<file path="src/core/ocd_pkg.sv">
// Opcode encodings, lengths and cycle counts for the decode and timing block
package ocd_pkg;
    localparam logic [7:0] OP_BANK_MASK = 8'hF8;
    localparam logic [7:0] OP_PTR_MASK = 8'hFE;
    localparam logic [7:0] OP_ACC_FROM_BANK = 8'hE8;
    localparam logic [7:0] OP_ACC_FROM_DIRECT = 8'hE5;
    localparam logic [7:0] OP_ACC_FROM_PTR = 8'hE6;
    localparam logic [7:0] OP_ACC_IMMEDIATE = 8'h74;
    localparam logic [7:0] OP_BANK_FROM_ACC = 8'hF8;
    localparam logic [7:0] OP_BANK_FROM_DIRECT = 8'hA8;
    localparam logic [7:0] OP_BANK_IMMEDIATE = 8'h78;
    localparam logic [7:0] OP_DIRECT_FROM_ACC = 8'hF5;
    localparam logic [7:0] OP_DIRECT_FROM_BANK = 8'h88;
    localparam logic [7:0] OP_DIRECT_FROM_DIRECT = 8'h85;
    localparam logic [7:0] OP_DIRECT_FROM_PTR = 8'h86;
    localparam logic [7:0] OP_DIRECT_IMMEDIATE = 8'h75;
    localparam logic [7:0] OP_PTR_FROM_ACC = 8'hF6;
    localparam logic [7:0] OP_PTR_FROM_DIRECT = 8'hA6;
    localparam logic [7:0] OP_PTR_IMMEDIATE = 8'h76;
    localparam logic [7:0] OP_LOAD_DATA_POINTER = 8'h90;
    localparam logic [7:0] OP_PMEM_DATA_POINTER = 8'h93;
    localparam logic [7:0] OP_PMEM_PC = 8'h83;
    localparam logic [7:0] OP_XRAM_RD_PTR = 8'hE2;
    localparam logic [7:0] OP_XRAM_RD_DATA_POINTER = 8'hE0;
    localparam logic [7:0] OP_XRAM_WR_PTR = 8'hF2;
    localparam logic [7:0] OP_XRAM_WR_DATA_POINTER = 8'hF0;
    localparam logic [7:0] OP_PUSH = 8'hC0;
    localparam logic [7:0] OP_POP = 8'hD0;
    localparam logic [7:0] OP_TRADE_BANK = 8'hC8;
    localparam logic [7:0] OP_TRADE_DIRECT = 8'hC5;
    localparam logic [7:0] OP_TRADE_PTR = 8'hC6;
    localparam logic [7:0] OP_TRADE_NIBBLE = 8'hD6;
    localparam logic [7:0] OP_INDIRECT_BRANCH = 8'h73;
    localparam logic [7:0] OP_SHORT_BRANCH = 8'h80;
    localparam logic [7:0] OP_BR_ACC_ZERO = 8'h60;
    localparam logic [7:0] OP_BR_ACC_NONZERO = 8'h70;
    localparam logic [7:0] OP_BR_CARRY_SET = 8'h40;
    localparam logic [7:0] OP_BR_CARRY_CLEAR = 8'h50;
    localparam logic [7:0] OP_BR_BIT_SET = 8'h20;
    localparam logic [7:0] OP_BR_BIT_CLEAR = 8'h30;
    localparam logic [7:0] OP_BR_BIT_THEN_CLEAR = 8'h10;
    localparam logic [7:0] OP_CMP_ACC_DIRECT = 8'hB5;
    localparam logic [7:0] OP_CMP_ACC_IMM = 8'hB4;
    localparam logic [7:0] OP_CMP_PTR_IMM = 8'hB6;
    localparam logic [7:0] OP_CMP_BANK_IMM = 8'hB8;
    localparam logic [7:0] OP_COUNT_BANK = 8'hD8;
    localparam logic [7:0] OP_COUNT_DIRECT = 8'hD5;
    localparam logic [7:0] OP_NOP = 8'h00;
    localparam logic [7:0] OP_CLR_CARRY = 8'hC3;
    localparam logic [7:0] OP_CLR_BIT = 8'hC2;
    localparam logic [7:0] OP_SET_CARRY = 8'hD3;
    localparam logic [7:0] OP_SET_BIT = 8'hD2;
    localparam logic [7:0] OP_CPL_CARRY = 8'hB3;
    localparam logic [7:0] OP_CPL_BIT = 8'hB2;
    localparam logic [7:0] OP_AND_BIT = 8'h82;
    localparam logic [7:0] OP_AND_NBIT = 8'hB0;
    localparam logic [7:0] OP_OR_BIT = 8'h72;
    localparam logic [7:0] OP_OR_NBIT = 8'hA0;
    localparam logic [7:0] OP_BIT_TO_CARRY = 8'hA2;
    localparam logic [7:0] OP_CARRY_TO_BIT = 8'h92;

    localparam logic [1:0] LEN_1 = 2'h1;
    localparam logic [1:0] LEN_2 = 2'h2;
    localparam logic [1:0] LEN_3 = 2'h3;
    localparam logic [3:0] CYC_1 = 4'h1;
    localparam logic [3:0] CYC_2 = 4'h2;
    localparam logic [3:0] CYC_3 = 4'h3;
    localparam logic [3:0] CYC_4 = 4'h4;
    localparam logic [3:0] CYC_5 = 4'h5;
    localparam logic [3:0] CYC_6 = 4'h6;
    localparam logic [3:0] CYC_7 = 4'h7;
    localparam logic [3:0] CYC_8 = 4'h8;

    typedef enum logic [4:0] {
        OCD_CLS_NONE, OCD_CLS_COPY, OCD_CLS_PMEM_READ, OCD_CLS_XRAM_READ, OCD_CLS_XRAM_WRITE,
        OCD_CLS_PUSH, OCD_CLS_POP, OCD_CLS_TRADE, OCD_CLS_TRADE_NIBBLE, OCD_CLS_INDIRECT_BRANCH,
        OCD_CLS_SHORT_BRANCH, OCD_CLS_COND_BRANCH, OCD_CLS_COMPARE_BRANCH, OCD_CLS_COUNT_BRANCH,
        OCD_CLS_CARRY_LOGIC, OCD_CLS_BIT_MOVE, OCD_CLS_BIT_SET_CLR, OCD_CLS_UNKNOWN
    } ocd_class_e;

    typedef enum logic [3:0] {
        OCD_SRC_NONE, OCD_SRC_ACC, OCD_SRC_BANK, OCD_SRC_DIRECT, OCD_SRC_PTR_RAM, OCD_SRC_IMM,
        OCD_SRC_IMM16, OCD_SRC_PMEM_DATA_POINTER, OCD_SRC_PMEM_PC, OCD_SRC_XRAM_PTR, OCD_SRC_XRAM_DATA_POINTER,
        OCD_SRC_STACK, OCD_SRC_BIT, OCD_SRC_NBIT, OCD_SRC_CARRY
    } ocd_src_e;

    typedef enum logic [3:0] {
        OCD_DST_NONE, OCD_DST_ACC, OCD_DST_BANK, OCD_DST_DIRECT, OCD_DST_PTR_RAM, OCD_DST_DATA_POINTER,
        OCD_DST_XRAM_PTR, OCD_DST_XRAM_DATA_POINTER, OCD_DST_STACK, OCD_DST_PC, OCD_DST_CARRY, OCD_DST_BIT
    } ocd_dst_e;

    typedef enum logic [3:0] {
        OCD_CND_ALWAYS, OCD_CND_ACC_ZERO, OCD_CND_ACC_NONZERO, OCD_CND_CARRY_SET,
        OCD_CND_CARRY_CLEAR, OCD_CND_BIT_SET, OCD_CND_BIT_CLEAR, OCD_CND_UNEQUAL, OCD_CND_COUNT_NONZERO
    } ocd_cond_e;

    typedef enum logic [1:0] {OCD_LOGIC_NONE, OCD_LOGIC_AND, OCD_LOGIC_OR} ocd_logic_e;
endpackage : ocd_pkg

</file>
<file path="src/core/ocd_decode.sv">
// Opcode decoder with per-instruction machine cycle sequencing
`timescale 1ns/1ps
module ocd_decode
    import ocd_pkg::*;
(
    // Clock and reset
    input wire logic core_clk,
    input wire logic srst,
    // Fetch side
    input wire logic opcode_valid,
    input wire logic [7:0] opcode,
    output logic opcode_ready,
    // Branch condition from the execute stage
    input wire logic branch_taken,
    // Decoded instruction, held for the whole execution; busy, instr_cycles, cycle_index and instr_done are live
    output logic busy,
    output logic [1:0] instr_bytes,
    output logic [3:0] instr_cycles,
    output logic [2:0] reg_index,
    output logic ptr_index,
    output logic clear_tested_bit,
    output logic branch_op,
    output ocd_class_e op_class,
    output ocd_src_e op_src,
    output ocd_dst_e op_dst,
    output ocd_cond_e op_cond,
    output ocd_logic_e op_logic,
    output logic [3:0] cycle_index,
    output logic instr_done
);
    typedef enum logic {OCD_IDLE, OCD_EXEC} ocd_state_e;

    ocd_state_e state_q;
    // Decode of the offered opcode
    logic [1:0] len_d;
    logic [3:0] cyc_nt_d;
    logic [3:0] cyc_t_d;
    logic cond_d;
    ocd_class_e cls_d;
    ocd_src_e src_d;
    ocd_dst_e dst_d;
    ocd_cond_e cnd_d;
    ocd_logic_e lgc_d;
    logic clr_d;
    // Timing held for the instruction in flight
    logic [3:0] cyc_nt_q;
    logic [3:0] cyc_t_q;
    logic cond_q;
    logic [3:0] count_q;
    logic [3:0] target;

    // Masked groups first; register and pointer forms share one pattern
    always_comb begin
        len_d = LEN_1;
        cyc_nt_d = CYC_1;
        cond_d = 1'b0;
        cls_d = OCD_CLS_COPY;
        src_d = OCD_SRC_NONE;
        dst_d = OCD_DST_NONE;
        cnd_d = OCD_CND_ALWAYS;
        lgc_d = OCD_LOGIC_NONE;
        clr_d = 1'b0;
        if ((opcode & OP_BANK_MASK) == OP_ACC_FROM_BANK) begin
            src_d = OCD_SRC_BANK; dst_d = OCD_DST_ACC;
        end else if ((opcode & OP_BANK_MASK) == OP_BANK_FROM_ACC) begin
            src_d = OCD_SRC_ACC; dst_d = OCD_DST_BANK; cyc_nt_d = CYC_2;
        end else if ((opcode & OP_BANK_MASK) == OP_BANK_FROM_DIRECT) begin
            src_d = OCD_SRC_DIRECT; dst_d = OCD_DST_BANK; len_d = LEN_2; cyc_nt_d = CYC_3;
        end else if ((opcode & OP_BANK_MASK) == OP_BANK_IMMEDIATE) begin
            src_d = OCD_SRC_IMM; dst_d = OCD_DST_BANK; len_d = LEN_2; cyc_nt_d = CYC_2;
        end else if ((opcode & OP_BANK_MASK) == OP_DIRECT_FROM_BANK) begin
            src_d = OCD_SRC_BANK; dst_d = OCD_DST_DIRECT; len_d = LEN_2; cyc_nt_d = CYC_2;
        end else if ((opcode & OP_BANK_MASK) == OP_TRADE_BANK) begin
            cls_d = OCD_CLS_TRADE; src_d = OCD_SRC_BANK; dst_d = OCD_DST_ACC; cyc_nt_d = CYC_3;
        end else if ((opcode & OP_BANK_MASK) == OP_CMP_BANK_IMM) begin
            cls_d = OCD_CLS_COMPARE_BRANCH; src_d = OCD_SRC_BANK; cnd_d = OCD_CND_UNEQUAL;
            len_d = LEN_3; cyc_nt_d = CYC_4; cond_d = 1'b1;
        end else if ((opcode & OP_BANK_MASK) == OP_COUNT_BANK) begin
            cls_d = OCD_CLS_COUNT_BRANCH; src_d = OCD_SRC_BANK; cnd_d = OCD_CND_COUNT_NONZERO;
            len_d = LEN_2; cyc_nt_d = CYC_3; cond_d = 1'b1;
        end else if ((opcode & OP_PTR_MASK) == OP_ACC_FROM_PTR) begin
            src_d = OCD_SRC_PTR_RAM; dst_d = OCD_DST_ACC; cyc_nt_d = CYC_2;
        end else if ((opcode & OP_PTR_MASK) == OP_DIRECT_FROM_PTR) begin
            src_d = OCD_SRC_PTR_RAM; dst_d = OCD_DST_DIRECT; len_d = LEN_2; cyc_nt_d = CYC_3;
        end else if ((opcode & OP_PTR_MASK) == OP_PTR_FROM_ACC) begin
            src_d = OCD_SRC_ACC; dst_d = OCD_DST_PTR_RAM; cyc_nt_d = CYC_2;
        end else if ((opcode & OP_PTR_MASK) == OP_PTR_FROM_DIRECT) begin
            src_d = OCD_SRC_DIRECT; dst_d = OCD_DST_PTR_RAM; len_d = LEN_2; cyc_nt_d = CYC_3;
        end else if ((opcode & OP_PTR_MASK) == OP_PTR_IMMEDIATE) begin
            src_d = OCD_SRC_IMM; dst_d = OCD_DST_PTR_RAM; len_d = LEN_2; cyc_nt_d = CYC_2;
        end else if ((opcode & OP_PTR_MASK) == OP_XRAM_RD_PTR) begin
            cls_d = OCD_CLS_XRAM_READ; src_d = OCD_SRC_XRAM_PTR; dst_d = OCD_DST_ACC; cyc_nt_d = CYC_5;
        end else if ((opcode & OP_PTR_MASK) == OP_XRAM_WR_PTR) begin
            cls_d = OCD_CLS_XRAM_WRITE; src_d = OCD_SRC_ACC; dst_d = OCD_DST_XRAM_PTR; cyc_nt_d = CYC_4;
        end else if ((opcode & OP_PTR_MASK) == OP_TRADE_PTR) begin
            cls_d = OCD_CLS_TRADE; src_d = OCD_SRC_PTR_RAM; dst_d = OCD_DST_ACC; cyc_nt_d = CYC_4;
        end else if ((opcode & OP_PTR_MASK) == OP_TRADE_NIBBLE) begin
            cls_d = OCD_CLS_TRADE_NIBBLE; src_d = OCD_SRC_PTR_RAM; dst_d = OCD_DST_ACC; cyc_nt_d = CYC_4;
        end else if ((opcode & OP_PTR_MASK) == OP_CMP_PTR_IMM) begin
            cls_d = OCD_CLS_COMPARE_BRANCH; src_d = OCD_SRC_PTR_RAM; cnd_d = OCD_CND_UNEQUAL;
            len_d = LEN_3; cyc_nt_d = CYC_4; cond_d = 1'b1;
        end else begin
            // Remaining forms need the whole byte to match
            case (opcode)
                OP_ACC_FROM_DIRECT: begin
                    src_d = OCD_SRC_DIRECT; dst_d = OCD_DST_ACC; len_d = LEN_2; cyc_nt_d = CYC_2;
                end
                OP_ACC_IMMEDIATE: begin
                    src_d = OCD_SRC_IMM; dst_d = OCD_DST_ACC; len_d = LEN_2; cyc_nt_d = CYC_2;
                end
                OP_DIRECT_FROM_ACC: begin
                    src_d = OCD_SRC_ACC; dst_d = OCD_DST_DIRECT; len_d = LEN_2; cyc_nt_d = CYC_2;
                end
                OP_DIRECT_FROM_DIRECT: begin
                    src_d = OCD_SRC_DIRECT; dst_d = OCD_DST_DIRECT; len_d = LEN_3; cyc_nt_d = CYC_3;
                end
                OP_DIRECT_IMMEDIATE: begin
                    src_d = OCD_SRC_IMM; dst_d = OCD_DST_DIRECT; len_d = LEN_3; cyc_nt_d = CYC_3;
                end
                OP_LOAD_DATA_POINTER: begin
                    src_d = OCD_SRC_IMM16; dst_d = OCD_DST_DATA_POINTER; len_d = LEN_3; cyc_nt_d = CYC_3;
                end
                OP_PMEM_DATA_POINTER: begin
                    cls_d = OCD_CLS_PMEM_READ; src_d = OCD_SRC_PMEM_DATA_POINTER; dst_d = OCD_DST_ACC;
                    cyc_nt_d = CYC_7;
                end
                OP_PMEM_PC: begin
                    cls_d = OCD_CLS_PMEM_READ; src_d = OCD_SRC_PMEM_PC; dst_d = OCD_DST_ACC;
                    cyc_nt_d = CYC_8;
                end
                OP_XRAM_RD_DATA_POINTER: begin
                    cls_d = OCD_CLS_XRAM_READ; src_d = OCD_SRC_XRAM_DATA_POINTER; dst_d = OCD_DST_ACC;
                    cyc_nt_d = CYC_6;
                end
                OP_XRAM_WR_DATA_POINTER: begin
                    cls_d = OCD_CLS_XRAM_WRITE; src_d = OCD_SRC_ACC; dst_d = OCD_DST_XRAM_DATA_POINTER;
                    cyc_nt_d = CYC_5;
                end
                OP_PUSH: begin
                    cls_d = OCD_CLS_PUSH; src_d = OCD_SRC_DIRECT; dst_d = OCD_DST_STACK;
                    len_d = LEN_2; cyc_nt_d = CYC_5;
                end
                OP_POP: begin
                    cls_d = OCD_CLS_POP; src_d = OCD_SRC_STACK; dst_d = OCD_DST_DIRECT;
                    len_d = LEN_2; cyc_nt_d = CYC_4;
                end
                OP_TRADE_DIRECT: begin
                    cls_d = OCD_CLS_TRADE; src_d = OCD_SRC_DIRECT; dst_d = OCD_DST_ACC;
                    len_d = LEN_2; cyc_nt_d = CYC_4;
                end
                OP_INDIRECT_BRANCH: begin
                    cls_d = OCD_CLS_INDIRECT_BRANCH; dst_d = OCD_DST_PC; cyc_nt_d = CYC_6;
                end
                OP_SHORT_BRANCH: begin
                    cls_d = OCD_CLS_SHORT_BRANCH; dst_d = OCD_DST_PC; len_d = LEN_2; cyc_nt_d = CYC_4;
                end
                OP_BR_ACC_ZERO, OP_BR_ACC_NONZERO: begin
                    cls_d = OCD_CLS_COND_BRANCH; src_d = OCD_SRC_ACC; len_d = LEN_2;
                    cyc_nt_d = CYC_3; cond_d = 1'b1;
                    cnd_d = (opcode == OP_BR_ACC_ZERO) ? OCD_CND_ACC_ZERO : OCD_CND_ACC_NONZERO;
                end
                OP_BR_CARRY_SET, OP_BR_CARRY_CLEAR: begin
                    cls_d = OCD_CLS_COND_BRANCH; src_d = OCD_SRC_CARRY; len_d = LEN_2;
                    cyc_nt_d = CYC_2; cond_d = 1'b1;
                    cnd_d = (opcode == OP_BR_CARRY_SET) ? OCD_CND_CARRY_SET : OCD_CND_CARRY_CLEAR;
                end
                OP_BR_BIT_SET, OP_BR_BIT_CLEAR, OP_BR_BIT_THEN_CLEAR: begin
                    cls_d = OCD_CLS_COND_BRANCH; src_d = OCD_SRC_BIT; len_d = LEN_3;
                    cyc_nt_d = CYC_4; cond_d = 1'b1;
                    cnd_d = (opcode == OP_BR_BIT_CLEAR) ? OCD_CND_BIT_CLEAR : OCD_CND_BIT_SET;
                    clr_d = (opcode == OP_BR_BIT_THEN_CLEAR);
                end
                OP_CMP_ACC_DIRECT, OP_CMP_ACC_IMM: begin
                    cls_d = OCD_CLS_COMPARE_BRANCH; src_d = OCD_SRC_ACC; cnd_d = OCD_CND_UNEQUAL;
                    len_d = LEN_3; cyc_nt_d = CYC_4; cond_d = 1'b1;
                end
                OP_COUNT_DIRECT: begin
                    cls_d = OCD_CLS_COUNT_BRANCH; src_d = OCD_SRC_DIRECT; cnd_d = OCD_CND_COUNT_NONZERO;
                    len_d = LEN_3; cyc_nt_d = CYC_4; cond_d = 1'b1;
                end
                OP_AND_BIT, OP_AND_NBIT, OP_OR_BIT, OP_OR_NBIT: begin
                    cls_d = OCD_CLS_CARRY_LOGIC; dst_d = OCD_DST_CARRY; len_d = LEN_2; cyc_nt_d = CYC_2;
                    src_d = (opcode == OP_AND_NBIT || opcode == OP_OR_NBIT) ? OCD_SRC_NBIT : OCD_SRC_BIT;
                    lgc_d = (opcode == OP_AND_BIT || opcode == OP_AND_NBIT) ? OCD_LOGIC_AND : OCD_LOGIC_OR;
                end
                OP_BIT_TO_CARRY: begin
                    cls_d = OCD_CLS_BIT_MOVE; src_d = OCD_SRC_BIT; dst_d = OCD_DST_CARRY;
                    len_d = LEN_2; cyc_nt_d = CYC_2;
                end
                OP_CARRY_TO_BIT: begin
                    cls_d = OCD_CLS_BIT_MOVE; src_d = OCD_SRC_CARRY; dst_d = OCD_DST_BIT;
                    len_d = LEN_2; cyc_nt_d = CYC_3;
                end
                OP_CLR_CARRY, OP_SET_CARRY, OP_CPL_CARRY: begin
                    cls_d = OCD_CLS_BIT_SET_CLR; dst_d = OCD_DST_CARRY;
                end
                OP_CLR_BIT, OP_SET_BIT, OP_CPL_BIT: begin
                    cls_d = OCD_CLS_BIT_SET_CLR; dst_d = OCD_DST_BIT; len_d = LEN_2; cyc_nt_d = CYC_3;
                end
                OP_NOP: cls_d = OCD_CLS_NONE;
                // Groups decoded elsewhere still take one byte, one cycle here
                default: cls_d = OCD_CLS_UNKNOWN;
            endcase
        end
    end

    // Taken conditional branches always cost two extra cycles
    assign cyc_t_d = cond_d ? 4'(cyc_nt_d + CYC_2) : cyc_nt_d;
    assign opcode_ready = (state_q == OCD_IDLE);
    assign busy = (state_q == OCD_EXEC);
    // Condition read live; execute must hold it until instr_done, as a taken branch ends on the long count
    assign target = (cond_q && branch_taken) ? cyc_t_q : cyc_nt_q;
    assign instr_cycles = target;
    assign cycle_index = count_q;
    assign instr_done = busy && (count_q == target);

    // Back-to-back loads keep the machine in execute
    always_ff @(posedge core_clk) begin
        if (srst) begin
            state_q <= OCD_IDLE;
        end else begin
            case (state_q)
                OCD_IDLE: if (opcode_valid) state_q <= OCD_EXEC;
                OCD_EXEC: if (instr_done && !opcode_valid) state_q <= OCD_IDLE;
                default: state_q <= OCD_IDLE;
            endcase
        end
    end

    // Cycle counter runs from 1 up to the full count
    always_ff @(posedge core_clk) begin
        if (srst) begin
            count_q <= CYC_1;
        end else if (instr_done || !busy) begin
            count_q <= CYC_1;
        end else begin
            // Restarted at the end, so never passes the longest count
            count_q <= 4'(count_q + CYC_1);
        end
    end

    // Back-to-back load happens on the finishing cycle, no bubble
    always_ff @(posedge core_clk) begin
        if (srst) begin
            instr_bytes <= LEN_1;
            cyc_nt_q <= CYC_1;
            cyc_t_q <= CYC_1;
            cond_q <= 1'b0;
            reg_index <= 3'h0;
            ptr_index <= 1'b0;
            clear_tested_bit <= 1'b0;
            branch_op <= 1'b0;
            op_class <= OCD_CLS_NONE;
            op_src <= OCD_SRC_NONE;
            op_dst <= OCD_DST_NONE;
            op_cond <= OCD_CND_ALWAYS;
            op_logic <= OCD_LOGIC_NONE;
        end else if (opcode_valid && (!busy || instr_done)) begin
            instr_bytes <= len_d;
            cyc_nt_q <= cyc_nt_d;
            cyc_t_q <= cyc_t_d;
            cond_q <= cond_d;
            // Register and pointer selects ride in the low opcode bits
            reg_index <= opcode[2:0];
            ptr_index <= opcode[0];
            clear_tested_bit <= clr_d;
            branch_op <= cond_d || dst_d == OCD_DST_PC;
            op_class <= cls_d;
            op_src <= src_d;
            op_dst <= dst_d;
            op_cond <= cnd_d;
            op_logic <= lgc_d;
        end
    end
endmodule : ocd_decode

</file>
<file path="config.mk">
export PLATFORM = sky130hd
export DESIGN_NAME = ocd_decode
export DESIGN_NICKNAME = d
export VERILOG_FILES = /design/src/core/ocd_pkg.sv /design/src/core/ocd_decode.sv
export SDC_FILE = /design/constraint.sdc
export NUM_CORES = 1
export LEC_CHECK = 0
export ABC_AREA = 1
export BUFFER_PORTS_ARGS = -buffer_cell sky130_fd_sc_hd__clkbuf_2
export CAP_MARGIN = 25
export CORE_ASPECT_RATIO = 0.5
export CORE_MARGIN = 2
export CORE_UTILIZATION = 40
export CTS_CLUSTER_DIAMETER = 150
export DETAILED_ROUTE_END_ITERATION = 6
export PLACE_DENSITY = 0.6
export SLEW_MARGIN = 5
export SYNTH_ARGS = -nofsm -noshare
export SYNTH_HDL_FRONTEND = slang
export SYNTH_SLANG_ARGS = --single-unit
</file>
<file path="constraint.sdc">
create_clock -name core_clk -period 3 [get_ports core_clk]
set_clock_uncertainty 0.15 [all_clocks]
set_input_delay 0.6 -clock core_clk [delete_from_list [all_inputs] [get_ports core_clk]]
set_output_delay 0.6 -clock core_clk [all_outputs]
set_load 0.02 [all_outputs]
</file>
==> summary.txt <==
Clock network
  – Clock-pin slew on the worst setup and hold paths: 0.05 ns
  – Setup Fix Bufs, Post-CTS: 0
  – CTS H-tree depth: 2
  – Total clock sinks: 39
  – Clock buffer count from CTS: 5
  – TritonCTS clock tree: done
  – Worst-Skew Late Latency: 0.28 ns
  – Cts hold-fix bufs: 0
  – Post_cts resized: 0
  – Clk Tree Root Cell: clkbuf_16
  – Clk buf depth: 2

GRT
  – Vias in the first global route: 2934
  – GR Overflow Total: 0
  – Initial antenna violation count: 0
  – All-Layer GR Usage: 25.1%
  – Global-route wire length before repair: 15100 µm
  – Largest net degree at the start of global routing: 33

Critical path
  – Worst R2R End: op_cond[3]
  – Crit-path slowest cell: ha_1
  – Slowest stage delay, CP: 0.32 ns
  – CP max FO: 8
  – Nature of the critical path endpoint: flop
  – Reg2reg path depth: 11
  – CP Data Arrival Time: 2.45 ns
  – FF-to-FF Start: cond_q
  – Worst Path Required: 2.99 ns
  – Worst setup SP type: input port
  – Kind of critical path: in2reg
  – R2r setup slk: 0.71 ns
  – Critical Path, Cell by Cell: clkbuf_2 > nand2_1 > nor2_2 > nand2_1 > nand3_2 > nor2_2 > nand2_1 > nor2_2 > nand4_2 > ha_1 > o21ai_1 > a21oi_1

Synthesis
  – EDFF count, synth: 0
  – Mapped cell area: 0.00280 mm²
  – XOR/XNOR Fraction of Synth Area: 1.57%
  – Synthesized area per cell: 6.04 µm²
  – Multiplexer area fraction after synthesis: 0%
  – Synth Instances: 463
  – Post-synthesis compound-gate area fraction: 12.2%
  – Yosys warns: 0
  – Largest family of logic cells by synthesized area: simple AND/OR/NAND/NOR gates
  – Yosys top cell by area: dfxtp_1
  – Post-synth ARST share: 0%
  – Post-synth top cells: nand2_1, nor2_1, inv_1
  – Top FF cell, synth: dfxtp_1
  – Post-synth top area share: 27.9%
  – Synth Area in Adders: 0.895%
  – Simple-Gate Fraction of Synth Area: 47.1%
  – Top-count cell post-synth: nand2_1
  – Syn nets: 477
  – Synthesized flop and latch total: 39
  – Register area share after synthesis: 27.9%
  – Post-synth cell types: 34
  – Top cells by area, synth: dfxtp_1, nand2_1, nor2_1

Route
  – Drt initial violations: 431
  – Drt drc: 0
  – Final wirelength: 9500 µm
  – Wirelength per Cell: 15.8 µm
  – Drt pass-1 iters: 5
  – Detail Route Antenna Nets: 0
  – Total number of vias: 3257
  – Via/cell ratio: 5.40

Floorplan
  – Initial Utilization: 41.6%
  – I/O Pins: 50
  – Die Ht: 63.1 µm
  – Die Footprint: 0.00771 mm²
  – Core ar.: 0.00673 mm²
  – Chip width: 122 µm
  – Site Rows: 21

Timing
  – Worst-Margin Slew: 0.530 ns
  – Setup_tns: 0 ns
  – Final Hold Vio Count: 0
  – Tmin final: 2.46 ns
  – Worst relative slew slack: 64.4%
  – Count of final setup violators: 0
  – Fin. max-slew vios: 0
  – Fmax: 0.407 GHz
  – Unrepaired setup endpoints after global routing: no
  – Post-route setup slack: 0.544 ns
  – Fin crit share: 81.9%

Placement
  – Dpl ws: 0.293 ns
  – Final Wtd Congestion: 1.01
  – IO Port Bufs: 49
  – Post-DP HPWL: 7630 µm
  – Cell Count Post-Placement: 595

Finish
  – Layout cells sized above 1: 19.8%
  – P&R area growth vs syn: 18.6%
  – Final nets: 524
  – Flip-flop and latch area: 781 µm²
  – # fillers: 754
  – Fin cells: 603
  – Multi-input logic area: 0.00173 mm²
  – Final antenna diode count: 0

Run
  – Max-cap viol count: 0

Power and ir drop
  – Leak: 0.00179 µW
  – Power Dens Cells: 488 mW/mm²
  – Worst VDD drop: 217 µV

Worst hold path
  – Hold path start: op_src[2]
  – Worst Hold End: op_src[2]
  – Worst Hold Class: reg2reg
  – Hold-critical path depth: 2

Status
  – Outcome: complete, no violations
-- worst max-delay path, delay by kind of cell --
family | cells | cell delay, ns
AO/OA/AOI/OAI | 2 | 0.20
buffers and inverters | 1 | 0.15
adder cells (fa/ha/maj) | 1 | 0.32
AND/OR/NAND/NOR | 8 | 1.17
-- report_power, final --
part / switching [µW] / internal (µW) / total (µW)
logic: 248 / 111 / 359
registers: 25.0 / 559 / 584
clock network: 198 / 476 / 675
-- routing by layer --
layer,up-vias,track usage [%],routed length (µm),share of wire [%]
li1,1589,-,-,-
met1,1450,38.7,4600,48
met2,205,35.6,3750,39
met3,13,4.35,1020,11
met4,0,6.18,123,1.3
met5,-,0,0,0
-- layout make-up --
cell class                      count  share of cell area (%)
Multi-Input combinational cell    354                    52.1
Inverter                           58                    6.72
Clock inverter                      2                    1.81
Clock buffer                        6                    3.89
Sequential cell                    39                    23.6
Tap cell                           92                    3.47
Timing Repair Buffer               52                    8.46
-- worst max path at each step --
| stage | from | to | slack (ns) | cells past startpoint |
|---|---|---|---|---|
| global placement | opcode[5] | cyc_t_q[2] | 0.23 | 12 |
| finish | opcode[5] | cyc_t_q[2] | 0.54 | 12 |
| CTS | opcode[5] | cyc_t_q[2] | 0.58 | 12 |
| global route | opcode[5] | cyc_t_q[2] | 0.34 | 12 |
| detailed placement | opcode[5] | cyc_t_q[2] | 0.29 | 12 |
| floorplan | opcode[5] | cyc_t_q[2] | 0.67 | 12 |
-- cell families after synthesis --
group | Yosys count
AOI/OAI and AO/OA | 64
xor gates and xnor gates | 5
adders and majority gates | 2
buffers and inverters | 70
DFF | 39
and+or+nand+nor | 283
-- through the flow --
stage	util (%)	hold slack, ns	cell area [µm²]	total power [µW]
CTS	49.3	0.316	3310	1620
finish	49.3	0.315	3310	1620
detailed placement	46.5	0.305	3130	949
global placement	46.5	0.300	3130	951
global route	49.3	0.341	3310	1690
floorplan	-	0.295	2800	838
-- state kept, by name (all words and copies together), names as in the netlist --
register	cells
branch_op	1
busy	1
clear_tested_bit	1
cond_q	1
cyc_nt_q	4
cyc_t_q	3
cycle_index	4
instr_bytes	2
op_class	5
op_cond	4
op_dst	4
op_logic	2
op_src	4
reg_index	3
-- placed cells by master, fill, tap and decap left out --
cell / instances
nand3_1: 24
bufinv_16: 2
nand2_2: 9
buf_4: 2
o31ai_1: 1
inv_4: 2
nand2_1: 111
buf_12: 1
a21oi_1: 30
nand4_1: 13
nand2_4: 2
o21ai_1: 5
o211ai_1: 1
nor3b_1: 4
ha_1: 2
nand4_2: 1
nor2_2: 11
o2111ai_1: 2
dfxtp_1: 39
and2_1: 3
nor4_1: 3
nor3_2: 3
xor2_1: 2
nor2_4: 3
clkbuf_1: 1
nor2_1: 78
o22ai_1: 1
inv_2: 5
clkbuf_2: 49
nor3_1: 13
xnor2_1: 3
o21ai_0: 21
nand3_2: 5
inv_1: 51
clkbuf_16: 5
o21ai_2: 1
a31oi_1: 2
Note: power is estimated with default switching activity, not from simulation.
